<file path="src/shared/rx_framer_pkg.sv">
package rx_framer_pkg;

  // ----------------------------------------------------------------
  // frame constants
  // ----------------------------------------------------------------
  localparam logic [7:0]  START_DELIM  = 8'h7e;
  localparam logic [7:0]  TYPE_STD     = 8'h90;
  localparam logic [7:0]  TYPE_EXP     = 8'h91;
  localparam logic [7:0]  RSV_HI       = 8'hff;
  localparam logic [7:0]  RSV_LO       = 8'hfe;
  localparam logic [7:0]  CSUM_BASE    = 8'hff;
  localparam logic [4:0]  HDR_LEN_STD  = 5'h0c;
  localparam logic [4:0]  HDR_LEN_EXP  = 5'h12;
  localparam logic [1:0]  MODE_MESH    = 2'h3;
  localparam int          FIFO_DEPTH   = 32;

  // ----------------------------------------------------------------
  // register map
  // ----------------------------------------------------------------
  localparam logic [11:0] REG_CTRL     = 12'h000;
  localparam logic [11:0] REG_STATUS   = 12'h004;
  localparam logic [11:0] REG_COUNT    = 12'h008;
  localparam int          CTRL_FMT_BIT = 0;
  localparam logic        CTRL_FMT_RST = 1'h0;
  localparam logic [1:0]  RESP_OKAY    = 2'h0;
  localparam logic [1:0]  RESP_SLVERR  = 2'h2;

  // ----------------------------------------------------------------
  // types
  // ----------------------------------------------------------------
  typedef struct packed {
    logic [63:0] srcAddr;
    logic [7:0]  sourceEndpoint;
    logic [7:0]  destinationEndpoint;
    logic [15:0] clusterIdentifier;
    logic [15:0] profileId;
    logic        acked;
    logic        bcast;
    logic [1:0]  mode;
    logic [15:0] payLen;
  } rx_hdr_t;

  typedef enum logic [2:0] {
    S_IDLE, S_DELIM, S_LEN_HI, S_LEN_LO, S_HDR, S_PAY, S_CSUM
  } frm_state_t;

endpackage : rx_framer_pkg

</file>
<file path="src/design/rf_receive_indicator_framer.sv">
// ------------------------------------------------------------------
// payload fifo
// ------------------------------------------------------------------
//
// Implementation choices: the AXI4-Lite register port and the register offsets.
module byte_fifo #(
  parameter int W     = 8,
  parameter int DEPTH = 32
) (
  input  wire logic         core_clk,
  input  wire logic         resetn,
  input  wire logic [W-1:0] inData,
  input  wire logic         inValid,
  output logic              inReady,
  output logic [W-1:0]      outData,
  output logic              outValid,
  input  wire logic         outReady
);
  localparam int AW = $clog2(DEPTH);
  if (DEPTH < 2 || (1 << AW) != DEPTH) begin : g_chk
    $error("fifo depth must be a power of two");
  end

  logic [W-1:0] mem [DEPTH];
  logic [AW-1:0] wr_q, wr_d, rd_q, rd_d;
  logic [AW:0]   cnt_q, cnt_d;
  logic          inReady_q, inReady_d, outValid_q, outValid_d;
  logic          push, pop;

  always_comb begin
    push = inValid && inReady_q;
    pop = outValid_q && outReady;
    wr_d = push ? wr_q + 1'b1 : wr_q;
    rd_d = pop ? rd_q + 1'b1 : rd_q;
    cnt_d = cnt_q + (AW+1)'(push) - (AW+1)'(pop);
    // flags registered so the ready seen upstream is a flop
    inReady_d = cnt_d != (AW+1)'(DEPTH);
    outValid_d = cnt_d != '0;
  end

  always_ff @(posedge core_clk) begin
    if (!resetn) begin
      wr_q <= '0;
      rd_q <= '0;
      cnt_q <= '0;
      inReady_q <= 1'b0;
      outValid_q <= 1'b0;
    end else begin
      wr_q <= wr_d;
      rd_q <= rd_d;
      cnt_q <= cnt_d;
      inReady_q <= inReady_d;
      outValid_q <= outValid_d;
    end
  end

  always_ff @(posedge core_clk) begin
    if (push) begin
      mem[wr_q] <= inData;
    end
  end

  assign inReady = inReady_q;
  assign outValid = outValid_q;
  assign outData = mem[rd_q];
endmodule : byte_fifo

// Summary of operation
// - With the format setting at zero each packet leaves as a frame of type 0x90.
// - The sender's 64-bit address fills offsets 4 to 11, most significant byte first.
// - In the standard frame the payload starts at offset 15 after two reserved bytes and the options byte.
// - Options bit 0, at offset 14 of the standard frame, is set for an acknowledged packet.
// - Options bit 1 is set for a broadcast packet.
// - Options bits 7:6 give the delivery method, mesh only where supported, and the host ignores other bits.
// - With the format setting at one each packet leaves as a frame of type 0x91.
// - The explicit frame carries the endpoints and cluster set on the sender, not defaults.
// - The explicit frame carries the source endpoint at offset 14.
// - The explicit frame carries the destination endpoint at offset 15.
// - The explicit frame carries the cluster identifier at offsets 16 and 17.
// - The explicit frame carries the profile identifier at offsets 18 and 19.
// - The explicit frame carries options at offset 20 and payload from 21, spare bits ignored by the host.
module rf_receive_indicator_framer #(
  parameter logic MESH_OK = 1'b1,
  parameter int   DEPTH   = rx_framer_pkg::FIFO_DEPTH
) (
  input  wire logic                   core_clk,
  input  wire logic                   resetn,
  input  wire logic [11:0]            awaddr,
  input  wire logic                   awvalid,
  output logic                        awready,
  input  wire logic [31:0]            wdata,
  input  wire logic [3:0]             wstrb,
  input  wire logic                   wvalid,
  output logic                        wready,
  output logic [1:0]                  bresp,
  output logic                        bvalid,
  input  wire logic                   bready,
  input  wire logic [11:0]            araddr,
  input  wire logic                   arvalid,
  output logic                        arready,
  output logic [31:0]                 rdata,
  output logic [1:0]                  rresp,
  output logic                        rvalid,
  input  wire logic                   rready,
  input  wire rx_framer_pkg::rx_hdr_t hdrIn,
  input  wire logic                   hdrValid,
  output logic                        hdrReady,
  input  wire logic [7:0]             payData,
  input  wire logic                   payValid,
  output logic                        payReady,
  output logic [7:0]                  txData,
  output logic                        txValid,
  output logic                        txLast,
  input  wire logic                   txReady
);
  if (DEPTH < 2) begin : g_chk
    $error("payload fifo too shallow");
  end

  // ----------------------------------------------------------------
  // register slave
  // ----------------------------------------------------------------
  logic        awHeld_q, awHeld_d, wHeld_q, wHeld_d;
  logic [11:0] awAddr_q, awAddr_d;
  logic [31:0] wData_q, wData_d;
  logic [3:0]  wStrb_q, wStrb_d;
  logic        awready_q, awready_d, wready_q, wready_d;
  logic        bvalid_q, bvalid_d, arready_q, arready_d;
  logic        rvalid_q, rvalid_d;
  logic [1:0]  bresp_q, bresp_d, rresp_q, rresp_d;
  logic [31:0] rdata_q, rdata_d, count_q, count_d;
  logic        fmtSel_q, fmtSel_d;
  logic [11:0] wa, ra;
  rx_framer_pkg::frm_state_t state_q, state_d;
  logic        fifoValid;

  always_comb begin
    awHeld_d = awHeld_q;
    awAddr_d = awAddr_q;
    wHeld_d = wHeld_q;
    wData_d = wData_q;
    wStrb_d = wStrb_q;
    bvalid_d = bvalid_q && !bready;
    bresp_d = bresp_q;
    fmtSel_d = fmtSel_q;
    if (awvalid && awready_q) begin
      awHeld_d = 1'b1;
      awAddr_d = awaddr;
    end
    if (wvalid && wready_q) begin
      wHeld_d = 1'b1;
      wData_d = wdata;
      wStrb_d = wstrb;
    end
    wa = {awAddr_d[11:2], 2'h0};
    if (awHeld_d && wHeld_d && !bvalid_q) begin
      awHeld_d = 1'b0;
      wHeld_d = 1'b0;
      bvalid_d = 1'b1;
      bresp_d = rx_framer_pkg::RESP_SLVERR;
      if (wa == rx_framer_pkg::REG_CTRL) begin
        bresp_d = rx_framer_pkg::RESP_OKAY;
        if (wStrb_d[0]) begin
          fmtSel_d = wData_d[rx_framer_pkg::CTRL_FMT_BIT];
        end
      end
    end
    awready_d = !awHeld_d && !bvalid_d;
    wready_d = !wHeld_d && !bvalid_d;
  end

  always_comb begin
    rvalid_d = rvalid_q && !rready;
    rdata_d = rvalid_d ? rdata_q : 32'h0;
    rresp_d = rresp_q;
    ra = {araddr[11:2], 2'h0};
    if (arvalid && arready_q) begin
      rvalid_d = 1'b1;
      rresp_d = rx_framer_pkg::RESP_OKAY;
      if (ra == rx_framer_pkg::REG_CTRL) begin
        rdata_d = {31'h0, fmtSel_q};
      end else if (ra == rx_framer_pkg::REG_STATUS) begin
        rdata_d = {30'h0, fifoValid,
                   state_q != rx_framer_pkg::S_IDLE};
      end else if (ra == rx_framer_pkg::REG_COUNT) begin
        rdata_d = count_q;
      end else begin
        rdata_d = 32'h0;
        rresp_d = rx_framer_pkg::RESP_SLVERR;
      end
    end
    arready_d = !rvalid_d;
  end

  always_ff @(posedge core_clk) begin
    if (!resetn) begin
      awHeld_q <= 1'b0;
      awAddr_q <= 12'h0;
      wHeld_q <= 1'b0;
      wData_q <= 32'h0;
      wStrb_q <= 4'h0;
      awready_q <= 1'b0;
      wready_q <= 1'b0;
      bvalid_q <= 1'b0;
      bresp_q <= 2'h0;
      arready_q <= 1'b0;
      rvalid_q <= 1'b0;
      rdata_q <= 32'h0;
      rresp_q <= 2'h0;
      fmtSel_q <= rx_framer_pkg::CTRL_FMT_RST;
    end else begin
      awHeld_q <= awHeld_d;
      awAddr_q <= awAddr_d;
      wHeld_q <= wHeld_d;
      wData_q <= wData_d;
      wStrb_q <= wStrb_d;
      awready_q <= awready_d;
      wready_q <= wready_d;
      bvalid_q <= bvalid_d;
      bresp_q <= bresp_d;
      arready_q <= arready_d;
      rvalid_q <= rvalid_d;
      rdata_q <= rdata_d;
      rresp_q <= rresp_d;
      fmtSel_q <= fmtSel_d;
    end
  end

  // ----------------------------------------------------------------
  // payload buffer
  // ----------------------------------------------------------------
  logic [7:0] fifoData;
  logic       pop;

  byte_fifo #(.W(8), .DEPTH(DEPTH)) u_fifo (
    .core_clk (core_clk),
    .resetn   (resetn),
    .inData   (payData),
    .inValid  (payValid),
    .inReady  (payReady),
    .outData  (fifoData),
    .outValid (fifoValid),
    .outReady (pop)
  );

  // ----------------------------------------------------------------
  // framer
  // ----------------------------------------------------------------
  rx_framer_pkg::rx_hdr_t hdr_q, hdr_d;
  logic        fmt_q, fmt_d, free, txValid_q, txValid_d, txLast_q;
  logic        txLast_d, hdrReady_q, hdrReady_d;
  logic [7:0]  txData_q, txData_d, csum_q, csum_d, opts, hb;
  logic [15:0] len_q, len_d, payCnt_q, payCnt_d;
  logic [4:0]  idx_q, idx_d, hdrLen;

  function automatic logic [7:0] hdrByte(
    input logic [4:0]             i,
    input logic                   x,
    input rx_framer_pkg::rx_hdr_t h,
    input logic [7:0]             o
  );
    logic [7:0] b;
    b = o;
    if (i == 5'h0) begin
      b = x ? rx_framer_pkg::TYPE_EXP : rx_framer_pkg::TYPE_STD;
    end else if (i <= 5'h8) begin
      b = h.srcAddr[8*(8-int'(i)) +: 8];
    end else if (i == 5'h9) begin
      b = rx_framer_pkg::RSV_HI;
    end else if (i == 5'ha) begin
      b = rx_framer_pkg::RSV_LO;
    end else if (x) begin
      // endpoints and ids pass through as the sender set them
      case (i)
        5'hb: b = h.sourceEndpoint;
        5'hc: b = h.destinationEndpoint;
        5'hd: b = h.clusterIdentifier[15:8];
        5'he: b = h.clusterIdentifier[7:0];
        5'hf: b = h.profileId[15:8];
        5'h10: b = h.profileId[7:0];
        default: b = o;
      endcase
    end
    return b;
  endfunction : hdrByte

  always_comb begin
    // spare option bits always sent as zero
    opts = {hdr_q.mode, 4'h0, hdr_q.bcast, hdr_q.acked};
    if (!MESH_OK && hdr_q.mode == rx_framer_pkg::MODE_MESH) begin
      opts[7:6] = 2'h0;
    end
    hdrLen = fmt_q ? rx_framer_pkg::HDR_LEN_EXP
                   : rx_framer_pkg::HDR_LEN_STD;
    hb = hdrByte(idx_q, fmt_q, hdr_q, opts);
    free = !txValid_q || txReady;
    state_d = state_q;
    hdr_d = hdr_q;
    fmt_d = fmt_q;
    len_d = len_q;
    idx_d = idx_q;
    payCnt_d = payCnt_q;
    csum_d = csum_q;
    count_d = count_q;
    txValid_d = txValid_q && !txReady;
    txData_d = txData_q;
    txLast_d = txLast_q && !txReady;
    pop = 1'b0;
    case (state_q)
      rx_framer_pkg::S_IDLE: begin
        if (hdrValid && hdrReady_q) begin
          hdr_d = hdrIn;
          fmt_d = fmtSel_q;
          len_d = 16'(fmtSel_q ? rx_framer_pkg::HDR_LEN_EXP
                               : rx_framer_pkg::HDR_LEN_STD)
                  + hdrIn.payLen;
          state_d = rx_framer_pkg::S_DELIM;
        end
      end
      rx_framer_pkg::S_DELIM: begin
        if (free) begin
          txValid_d = 1'b1;
          txData_d = rx_framer_pkg::START_DELIM;
          state_d = rx_framer_pkg::S_LEN_HI;
        end
      end
      rx_framer_pkg::S_LEN_HI: begin
        if (free) begin
          txValid_d = 1'b1;
          txData_d = len_q[15:8];
          state_d = rx_framer_pkg::S_LEN_LO;
        end
      end
      rx_framer_pkg::S_LEN_LO: begin
        if (free) begin
          txValid_d = 1'b1;
          txData_d = len_q[7:0];
          idx_d = 5'h0;
          csum_d = 8'h0;
          state_d = rx_framer_pkg::S_HDR;
        end
      end
      rx_framer_pkg::S_HDR: begin
        if (free) begin
          txValid_d = 1'b1;
          txData_d = hb;
          csum_d = csum_q + hb;
          idx_d = idx_q + 5'h1;
          payCnt_d = 16'h0;
          if (idx_q == hdrLen - 5'h1) begin
            state_d = (hdr_q.payLen == 16'h0) ? rx_framer_pkg::S_CSUM
                                               : rx_framer_pkg::S_PAY;
          end
        end
      end
      rx_framer_pkg::S_PAY: begin
        // an empty fifo stalls the frame; the host sees a gap
        if (free && fifoValid) begin
          pop = 1'b1;
          txValid_d = 1'b1;
          txData_d = fifoData;
          csum_d = csum_q + fifoData;
          payCnt_d = payCnt_q + 16'h1;
          if (payCnt_q == hdr_q.payLen - 16'h1) begin
            state_d = rx_framer_pkg::S_CSUM;
          end
        end
      end
      rx_framer_pkg::S_CSUM: begin
        if (free) begin
          txValid_d = 1'b1;
          txData_d = rx_framer_pkg::CSUM_BASE - csum_q;
          txLast_d = 1'b1;
          count_d = count_q + 32'h1;
          state_d = rx_framer_pkg::S_IDLE;
        end
      end
      default: state_d = rx_framer_pkg::S_IDLE;
    endcase
    // no new header while the checksum waits: len_q must hold until it goes
    hdrReady_d = state_d == rx_framer_pkg::S_IDLE && !txLast_d
                 && !(hdrValid && hdrReady_q);
  end

  always_ff @(posedge core_clk) begin
    if (!resetn) begin
      state_q <= rx_framer_pkg::S_IDLE;
      hdr_q <= '0;
      fmt_q <= 1'b0;
      len_q <= 16'h0;
      idx_q <= 5'h0;
      payCnt_q <= 16'h0;
      csum_q <= 8'h0;
      count_q <= 32'h0;
      txValid_q <= 1'b0;
      txData_q <= 8'h0;
      txLast_q <= 1'b0;
      hdrReady_q <= 1'b0;
    end else begin
      state_q <= state_d;
      hdr_q <= hdr_d;
      fmt_q <= fmt_d;
      len_q <= len_d;
      idx_q <= idx_d;
      payCnt_q <= payCnt_d;
      csum_q <= csum_d;
      count_q <= count_d;
      txValid_q <= txValid_d;
      txData_q <= txData_d;
      txLast_q <= txLast_d;
      hdrReady_q <= hdrReady_d;
    end
  end

  assign awready = awready_q;
  assign wready = wready_q;
  assign bvalid = bvalid_q;
  assign bresp = bresp_q;
  assign arready = arready_q;
  assign rvalid = rvalid_q;
  assign rdata = rdata_q;
  assign rresp = rresp_q;
  assign hdrReady = hdrReady_q;
  assign txValid = txValid_q;
  assign txData = txData_q;
  assign txLast = txLast_q;

  // ----------------------------------------------------------------
  // checks
  // ----------------------------------------------------------------
  logic [15:0] off_q;
  logic        hs;
  assign hs = txValid_q && txReady;
  always_ff @(posedge core_clk) begin
    if (!resetn || (hs && txLast_q)) begin
      off_q <= 16'h0;
    end else if (hs) begin
      off_q <= off_q + 16'h1;
    end
  end
endmodule : rf_receive_indicator_framer

</file>
<file path="config.mk">
export PLATFORM = sky130hd
export DESIGN_NAME = rf_receive_indicator_framer
export DESIGN_NICKNAME = d
export VERILOG_FILES = /design/src/shared/rx_framer_pkg.sv /design/src/design/rf_receive_indicator_framer.sv
export SDC_FILE = /design/constraint.sdc
export NUM_CORES = 1
export LEC_CHECK = 0
export ABC_CLOCK_PERIOD_IN_PS = 11800
export BUFFER_PORTS_ARGS = -buffer_cell sky130_fd_sc_hd__buf_2
export CORE_ASPECT_RATIO = 1.75
export CORE_MARGIN = 5
export CORE_UTILIZATION = 55
export CTS_CLUSTER_DIAMETER = 80
export DETAILED_ROUTE_END_ITERATION = 8
export PLACE_DENSITY = 0.86
export RECOVER_POWER = 100
export REMOVE_ABC_BUFFERS = 1
export SKIP_LAST_GASP = 1
export SYNTH_ARGS = -nofsm -noshare
export SYNTH_HDL_FRONTEND = slang
export SYNTH_SLANG_ARGS = --single-unit
</file>
<file path="constraint.sdc">
create_clock -name core_clk -period 11.8 [get_ports core_clk]
set_input_delay 2.95 -clock core_clk [delete_from_list [all_inputs] [get_ports core_clk]]
set_output_delay 2.95 -clock core_clk [all_outputs]
set_load 0.03 [all_outputs]
</file>
# == Word level (Yosys, flattened, before mapping) ==
# Memories as Yosys holds them, arrays and structs flattened. A register that Yosys moved wholly into a read port is not among the register bits.
# Index checks and enable logic that the tools add are counted.
# totals
register_bits,300
latch_bits,0
mem_bits_rw,256
mem_bits_ro,0
input_bits,210
out_inout_bits,53
word_cells,198
n_memories,1
# op_classes
addsub,14
multipliers,0
div,0
n_lt_le_gt_ge,1
eq_ne,26
shift,1
n_mux,66
n_bitwise,0
reduce_logical,49
# mem_list
name,depth,width,rd,rd_ports_with_merged_regs,write_ports,line_no,source
u_fifo.mem,32,8,1,1,1,rf_receive_indicator_framer.sv:24,logic [W-1:0] mem [DEPTH];
# ops
operator,count
$mux 32,5
$mux 8,14
$pmux 8 s6,2
$shiftx 64x9->8,1
$eq 5x4->1 const B,7
$add 32x1->32 const B,1
$mux 16,2
$pmux 16 s2,1
$mux 5,6
$mux 3,9
$pmux 8 s3,1
$pmux 3 s7,1
$logic_not 10->1,2
$logic_and 1x1->1,17
$mux 1,17
$add 16x1->16 const B,1
$add 5x16->16,1
$add 8x8->8,2
$eq 16x16->1,1
$logic_not 16->1,1
$sub 16x1->16 const B,1
$add 5x1->5 const B,3
$mux 12,1
$ne 2x2->1 const B,6
other kinds (30),54

# == Depth between registers and ports, before layout ==
# Gate-level depths: netlist (run 1).
# logic_depth
word_depth,10
depth_mapped,22

# == By module ==
# A second synthesis (run 1) with hierarchy kept.
# unflattened
cells_unflattened,2218
hier_area_um2,24044.3
# modules_own_cells
module,n_inst,cells_per_inst,area_per_inst_um2,seq_area_each_um2
rf_receive_indicator_framer,1,1590,12927.4,5545.3
byte_fifo,1,628,11116.9,8147.8

# == Worst setup path after synthesis (run 1) ==
# Ideal clock, no wire load.
# synth_timing
path_kind,input to register
startpoint,in txReady
endpoint,"reg u_fifo.outValid_q, in the netlist u_fifo.outValid"
setup_time_ns,0.128
t_arrival_ns,5.407
required_time_ns,11.672
path_slack_ns,6.265
path_stages,16
n_path_buf,0
path_cell_list,inv_1 > nand2_1 > nand3_1 > nor2_1 > ha_1 > inv_1 > ha_1 > inv_1 > fa_1 > inv_1 > a21o_1 > a21oi_1 > xnor2_1 > nor4_1 > nor2b_1 > nor2_1
# synth_between
elab_chain_cells,7
# synth_lines
item,line_no,source
from (decl),rf_receive_indicator_framer.sv:114,input wire logic txReady
$logic_or 1x1->1,rf_receive_indicator_framer.sv:296,free = !txValid_q || txReady;
$logic_and 1x1->1,rf_receive_indicator_framer.sv:358,if (free && fifoValid) begin
$mux 1,rf_receive_indicator_framer.sv:358,
$mux 1,rf_receive_indicator_framer.sv:309,case (state_q)
$logic_and 1x1->1,rf_receive_indicator_framer.sv:32,pop = outValid_q && outReady;
net u_fifo.pop,rf_receive_indicator_framer.sv:28,"logic push, pop;"
$sub 6x1->6,rf_receive_indicator_framer.sv:35,cnt_d = cnt_q + (AW+1)'(push) - (AW+1)'(pop);
$reduce_bool 6->1,rf_receive_indicator_framer.sv:38,outValid_d = cnt_d != '0;
to (signal assigned),rf_receive_indicator_framer.sv:53,outValid_q <= outValid_d;
to (decl),rf_receive_indicator_framer.sv:27,"logic inReady_q, inReady_d, outValid_q, outValid_d;"
# The timed path passes the listed nets, and every way through them passes these cells.
# A chain may end at the register's enable or synchronous reset.

# == Worst setup path in the final report (run 1) ==
# layout_timing
startpoint,in hdrValid
endpoint,reg hdr_q[126] (netlist name)
# layout_between
elab_chain_cells,2
# layout_lines
item,line_no,source
from (decl),rf_receive_indicator_framer.sv:106,"input wire logic hdrValid,"
$logic_and 1x1->1,rf_receive_indicator_framer.sv:311,if (hdrValid && hdrReady_q) begin
$reduce_and 2->1 (no source line),n/a,
to (signal assigned),rf_receive_indicator_framer.sv:401,hdr_q <= hdr_d;
to (decl),rf_receive_indicator_framer.sv:249,"rx_framer_pkg::rx_hdr_t hdr_q, hdr_d;"
# Every way passes these cells.

==> results of run 1 <==
==> registers in the layout, indices dropped and copies added, names as in the netlist, 8 cells and up, named ones only <==
name        count
rdata          32
u_fifo.mem    256
csum_q          8
len_q          15
count_q        32
hdr_q         132
txData          8
awAddr_q       10
payCnt_q       16
==> cells in the mapped netlist (18+ instances only) <==
| library cell | n | area share |
|---|---|---|
| xnor2_1 | 44 | 0.016 |
| clkbuf_1 | 115 | 0.018 |
| nand2_1 | 360 | 0.057 |
| xor2_1 | 47 | 0.017 |
| ha_1 | 30 | 0.016 |
| a21oi_1 | 207 | 0.043 |
| mux4_2 | 90 | 0.085 |
| nand3_1 | 46 | 0.0096 |
| nor3_1 | 19 | 0.0040 |
| nor2_1 | 189 | 0.030 |
| nand4_1 | 18 | 0.0047 |
| a22oi_1 | 37 | 0.012 |
| mux2i_1 | 35 | 0.015 |
| inv_1 | 31 | 0.0049 |
| dfxtp_1 | 300 | 0.25 |
| edfxtp_1 | 256 | 0.32 |
| o21ai_0 | 41 | 0.0086 |
==> layout make-up <==
cell class | count | area (um2) | area share
Clock buffer | 73 | 1499 | 0.05593
Clock inverter | 15 | 171.4 | 0.006396
Inverter | 31 | 123.9 | 0.004622
Multi-Input combinational cell | 1400 | 9478 | 0.3536
Sequential cell | 556 | 13700 | 0.5111
Tap cell | 566 | 708.2 | 0.02642
Timing Repair Buffer | 236 | 1124 | 0.04192
==> worst paths after layout <==
path | start | endpoint | slack, ns
max | hdrValid | hdr_q[126]$_SDFFE_PN0P_ | 3.77
min | awHeld_q$_SDFF_PN0_ | awready$_SDFF_PN0_ | 0.44
max reg2reg | state_q[2]$_SDFF_PN0_ | hdr_q[126]$_SDFFE_PN0P_ | 5.14
min reg2reg | awHeld_q$_SDFF_PN0_ | awready$_SDFF_PN0_ | 0.44
==> power breakdown <==
group / leakage, nW / internal [mW] / total, mW / switching (mW)
logic: 3.60 / 0.242 / 0.660 / 0.418
clock network: 0.836 / 0.946 / 1.64 / 0.698
registers: 4.74 / 2.13 / 2.21 / 0.0834
total: 9.17 / 3.31 / 4.51 / 1.20
==> cells by family after synthesis <==
kind of cell | Yosys count | share of synthesized area
adders and majority gates | 33 | 0.01825
and+or+nand+nor | 757 | 0.1437
buffers and inverters | 170 | 0.02900
DFF | 556 | 0.5739
muxes | 129 | 0.1015
xor gates and xnor gates | 92 | 0.03409
other | 1 | 0.0001572
AOI/OAI and AO/OA | 387 | 0.09932
==> layout by cell type, fill, tap and decap left out, types with 8 or more instances in the layout <==
master	netlist	final
nand2_1	360	360
dfxtp_1	300	298
edfxtp_1	256	256
a21oi_1	207	206
nor2_1	189	189
buf_2	10	160
mux4_2	90	90
clkbuf_1	115	74
clkbuf_16	0	51
xor2_1	47	47
nand3_1	46	45
xnor2_1	44	44
o21ai_0	41	42
a22oi_1	37	37
mux2i_1	35	35
inv_1	31	30
ha_1	30	30
nor3_1	19	20
nand4_1	18	18
a211oi_1	16	17
and3_1	16	16
a222oi_1	14	14
nor4_1	13	14
clkbuf_8	1	14
or3_1	12	13
a21o_1	12	12
nand2b_1	11	11
buf_4	4	10
o211ai_1	9	9
and2_1	14	8
o22ai_1	8	8
nor2b_1	8	8
==> critical path: stages <==
cell and delay [ns]:
clkbuf_1 0.19, and3_1 1.36, clkbuf_1 3.29, nand2_1 0.27, a21oi_1 0.30
==> per-layer routing <==
| layer | GRT usage | vias to the layer above | share of wire |
|---|---|---|---|
| li1 | - | 7954 | - |
| met1 | 0.2704 | 8458 | 0.35 |
| met2 | 0.4610 | 814 | 0.54 |
| met3 | 0.03235 | 190 | 0.059 |
| met4 | 0.1356 | 0 | 0.060 |
| met5 | 0 | - | 0 |
==> qor.yml, run 1 <==
run_status:
  status: "finished, violations left"
  violations: "max-capacitance violations, max-slew violations"
grt:
  grt_usage: 0.2479
  grt_pass1_wl_um: 95010
  grt_pass1_vias: 17490
  antenna_found_initial: 0
  grt_max_degree: 161
  overflow: 0
sta:
  fin_crit_ns: 8.032
  rsz0062_at_grt: "no"
  max_freq_ghz: 0.1245
  whs_ns: 0.4396
  finClkSkew_ns: 0.01639
  finalMaxSlewViolations: 291
  fin_ws_ns: 3.768
  tightest_slew_ns: 4.591
  relSlewSlack: -2.061
  setup_violations: 0
  min_period_over_period: 0.6807
  setup_tns_ns: 0
  finalHoldViolCount: 0
detailed_routing:
  routedWlPerCell_um: 21.29
  vias: 17420
  postRouteAntennaNets: 0
  vias_per_cell: 6.054
  drcViolationCount: 0
  drt_iter0_markers: 1667
  wl_um: 61250
  first_pass_iters: 6
final_layout:
  fin_cells: 2877
  area_growth_pct: 12.33
  fin_util: 0.6201
  final_cell_area_mm2: 0.02680
  n_antenna_cell: 0
  finalNetCount: 2515
  drive_above_1_share: 0.1584
  n_fill_cell: 3266
clock_tree:
  ctsHoldBuffers: 0
  clockBufferDepth: 3
  cts_resized: 0
  post_cts_buffers: 0
  h-tree-depth: 2
  cts_buffers: 47
  clock_latency_ns: 0.58
  path_clk_slew_ns: 0.07
  cts_sinks: 556
  clock-root-buffer: "clkbuf_16"
  cts_tree: "done"
critical_path:
  critPathMaxFanout: 117
  critPathLaunchType: "input port"
  end_kind: "flip-flop"
  critical_path_arrival_ns: 8.47
  crit_required_ns: 12.24
  r2r_cells: 5
  critical_path_class: "input port to flip-flop"
logic_synthesis:
  yosysUniqueCellTypes: 83
  seq_area_frac_synth: 0.5739
  syn_avg_cell_area_um2: 11.23
  netlist_instances: 2125
  yosysWarnings: 0
  netlist_area_mm2: 0.02386
  synth_seq_cells: 556
  synth-main-ff-cell: "dfxtp_1"
  synth-edff-count: 256
  synthArstFlopShare: 0
place:
  place_congestion: 0.9963
  dp_slack_ns: 5.250
  placed_cells: 2789
  dp_hpwl_um: 42180
  dpl_cell_area_mm2: 0.02526
  io_buffer_count: 222
die:
  die_y_um: 285.5
  core_area_mm2: 0.04322
  ios: 263
  initial_core_util: 0.5521
  rows: 101
  die-area_mm2: 0.04781
  fp.dieW_um: 167.4
worst_hold_path:
  holdPathStages: 1
  min_path_type: "flip-flop to flip-flop"
power_and_ir_drop:
  vdd_drop_max_v: 0.0001330
  finalPower_mw: 4.513
  power_leakage_nw: 9.173
  powerDensity_mw_per_mm2: 168.4
flow_run:
  maxCapViolations: 4
No activity file was read; power rests on OpenSTA's default activity.
==> run 2: changes to the inputs <==
--- a/config.mk
+++ b/config.mk
@@ -5,11 +5,11 @@
 export SDC_FILE = /design/constraint.sdc
 export NUM_CORES = 1
 export LEC_CHECK = 0
-export ABC_CLOCK_PERIOD_IN_PS = 11800
+export ABC_CLOCK_PERIOD_IN_PS = 6600
 export BUFFER_PORTS_ARGS = -buffer_cell sky130_fd_sc_hd__buf_2
 export CORE_ASPECT_RATIO = 1.75
 export CORE_MARGIN = 5
-export CORE_UTILIZATION = 55
+export CORE_UTILIZATION = 53
 export CTS_CLUSTER_DIAMETER = 80
 export DETAILED_ROUTE_END_ITERATION = 8
 export PLACE_DENSITY = 0.86
==> constraint.sdc (replaced) <==
create_clock -name core_clk -period 6.6 [get_ports core_clk]
set_input_delay 1.65 -clock core_clk [delete_from_list [all_inputs] [get_ports core_clk]]
set_output_delay 1.65 -clock core_clk [all_outputs]
set_load 0.03 [all_outputs]
==> run 2 against run 1 <==
Against the previous run: the flow still finishes with violations (max-capacitance violations, max-slew violations); total power up 78%; die area up 3.6%; clock skew is 0.011 ns higher; global-route usage shrank 0.86 points; routed wire length decreased by 1.1%; critical path depth grew 9; clock power rose by 77%; sequential power increased by 79%; first-iteration DRC count is 2.7% lower; via count barely moved; sequential cell count unchanged; register-to-register slack got worse by 3.7 ns; largest cell class unchanged.
==> qor.yml, run 2 (synthesis gave the netlist of run 1 again) <==
place:
  place_congestion: 0.9117  # -8.5%
  io_buffer_count: 222  # unchanged
  dp_slack_ns: 1.624  # -3.626 ns
  dp_hpwl_um: 41570  # -1.4%
power_and_ir_drop:
  switchingPower_mw: 2.148  # +79%
  pwr-share-clk: 0.363  # about the same
  powerDensity_mw_per_mm2: 298.9  # +77%
  vdd_drop_max_v: 0.0002490  # +87%
  p_seq_frac: 0.493  # +0.003
  combinationalPowerShare: 0.144  # -0.002
  sw_frac_of_total: 0.2680  # +0.002238
  intPower_mw: 5.868  # +77%
  power_leakage_nw: 9.178  # about the same
final_layout:
  reg_top3: "u_fifo.mem: 256 flops, hdr_q: 132 flops"
  n_antenna_cell: 0  # unchanged
  drive_above_1_share: 0.1607  # +0.002318
  regMostFlops: "u_fifo.mem"
  finalNetCount: 2519  # +0.16%
  n_fill_cell: 3407  # +4.3%
  layout_common_cells: "nand2_1, dfxtp_1, edfxtp_1"
  largest_register_ff_count: 256  # unchanged
  final_common_cell: "nand2_1"
  area_growth_pct: 12.42  # about the same
die:
  die_y_um: 290.7  # +1.8%
  rows: 103  # +2.0%
  die-area_mm2: 0.04953  # +3.6%
  ios: 263  # unchanged
  initial_core_util: 0.5320  # -0.02005
  core_area_mm2: 0.04485  # +3.8%
  fp.dieW_um: 170.4  # +1.8%
run_status:
  violations: "max-capacitance violations, max-slew violations"
  status: "finished, violations left"
clock_tree:
  ctsHoldBuffers: 0  # unchanged
  cts_buffers: 47  # unchanged
  cts_tree: "done"
  cts_resized: 0  # unchanged
  path_clk_slew_ns: 0.07  # about the same
  h-tree-depth: 2  # unchanged
  cts_sinks: 556  # unchanged
  clock-root-buffer: "clkbuf_16"
  clock_latency_ns: 0.60  # +0.02 ns
  clockBufferDepth: 3  # unchanged
  post_cts_buffers: 0  # unchanged
grt:
  antenna_found_initial: 0  # unchanged
  overflow: 0  # unchanged
  grt_pass1_wl_um: 94790  # -0.23%
  grt_pass1_vias: 17790  # +1.7%
  grt_usage: 0.2393  # -0.008581
  grt_max_degree: 178  # +11%
worst_hold_path:
  min_path_type: "flip-flop to flip-flop"
detailed_routing:
  postRouteAntennaNets: 0  # unchanged
  drcViolationCount: 0  # unchanged
  first_pass_iters: 9  # +3
  vias: 17410  # -0.052%
  routedWlPerCell_um: 20.95  # -1.6%
  vias_per_cell: 6.019  # -0.57%
  drt_iter0_markers: 1622  # -2.7%
  wl_um: 60600  # -1.1%
sta:
  tightest_slew_ns: 2.265  # -2.327 ns
  setup_tns_ns: 0  # unchanged
  finalHoldViolCount: 0  # unchanged
  finalMaxSlewViolations: 186  # -36%
  max_freq_ghz: 0.1936
  finClkSkew_ns: 0.02782  # +0.01143 ns
  setup_violations: 0  # unchanged
  fin_ws_ns: 1.434  # -2.334 ns
  min_period_over_period: 0.7827
  relSlewSlack: -0.5140  # +1.547
  rsz0062_at_grt: "no"
  fin_crit_ns: 5.166
critical_path:
  end_kind: "flip-flop"
  critical_path_arrival_ns: 5.63  # -2.84 ns
  critPathMaxFanout: 42  # -64%
  critPathLaunchType: "flip-flop"
  reg2reg_slack_ns: 1.43  # -3.71 ns
  critical_path_class: "flip-flop to flip-flop"
  crit_required_ns: 7.07  # -5.17 ns
flow_run:
  maxCapViolations: 3  # -1
-- run 2: worst max-delay path, stage by stage, from the launching register on --
cell and delay (ns):
dfxtp_4 0.93, buf_12 0.32, mux4_2 0.54, mux4_2 0.49, mux2_1 0.36, nand2_1 0.12, o21ai_0 0.15, ha_1 0.26
a21o_1 0.17, a21oi_1 0.20, o21ai_0 0.18, a2111oi_0 0.75, nor3_1 0.19, o21bai_1 0.23, nand3_1 0.10
-- run 2: area by class of cell --
| class | count | area [um2] | share of cell area |
|---|---|---|---|
| flip-flops and latches | 556 | 13700 | 0.5107 |
| clock buffers | 64 | 1321 | 0.04926 |
| multi-input cells | 1400 | 9487 | 0.3537 |
| well taps | 577 | 721.9 | 0.02691 |
| inverters | 31 | 123.9 | 0.004618 |
| repair buffers | 240 | 1165 | 0.04343 |
| clock inverters | 24 | 306.5 | 0.01143 |
-- run 2: per-stage QoR --
stage | area (um2) | util | hold WS [ns] | power, mW | cells
6_report | 26820 | 0.5981 | 0.4541 | 8.016 | 2892
5_1_grt | 26820 | 0.5981 | 0.4719 | 8.329 | 2892
4_1_cts | 26940 | 0.6007 | 0.4553 | 8.057 | 2892
3_5_place_dp | 25310 | 0.5644 | 0.4201 | 5.164 | 2804
3_3_place_gp | 25310 | 0.5644 | 0.4113 | 5.094 | 2804
2_1_floorplan | 23290 | - | 0.4015 | 4.782 | 1987
-- run 2: path summary, 6_finish.rpt --
kind | startpoint | endpoint | cells after the start
max | flip-flop | csum_q[7]$_SDFFE_PN0P_ | 14
min | hdr_q[108]$_SDFFE_PN0P_ | hdr_q[108]$_SDFFE_PN0P_ | 2
max reg2reg | flip-flop | csum_q[7]$_SDFFE_PN0P_ | 14
min reg2reg | hdr_q[108]$_SDFFE_PN0P_ | hdr_q[108]$_SDFFE_PN0P_ | 2
-- run 2: power by group through the flow --
stage	registers (mW)	clock network [mW]	logic (mW)
floorplan	4.03	0	0.754
global placement	4.01	0	1.09
detailed placement	4.02	0	1.14
CTS	3.95	2.95	1.15
global route	3.98	3.10	1.26
finish	3.95	2.91	1.15
-- run 2: routing by layer --
metal | routed length [um] | track usage | vias up
li1 | - | - | 7965
met1 | 20410 | 0.2606 | 8380
met2 | 31730 | 0.4326 | 838
met3 | 4079 | 0.03606 | 224
met4 | 4374 | 0.1413 | 0
met5 | 0 | 0 | -
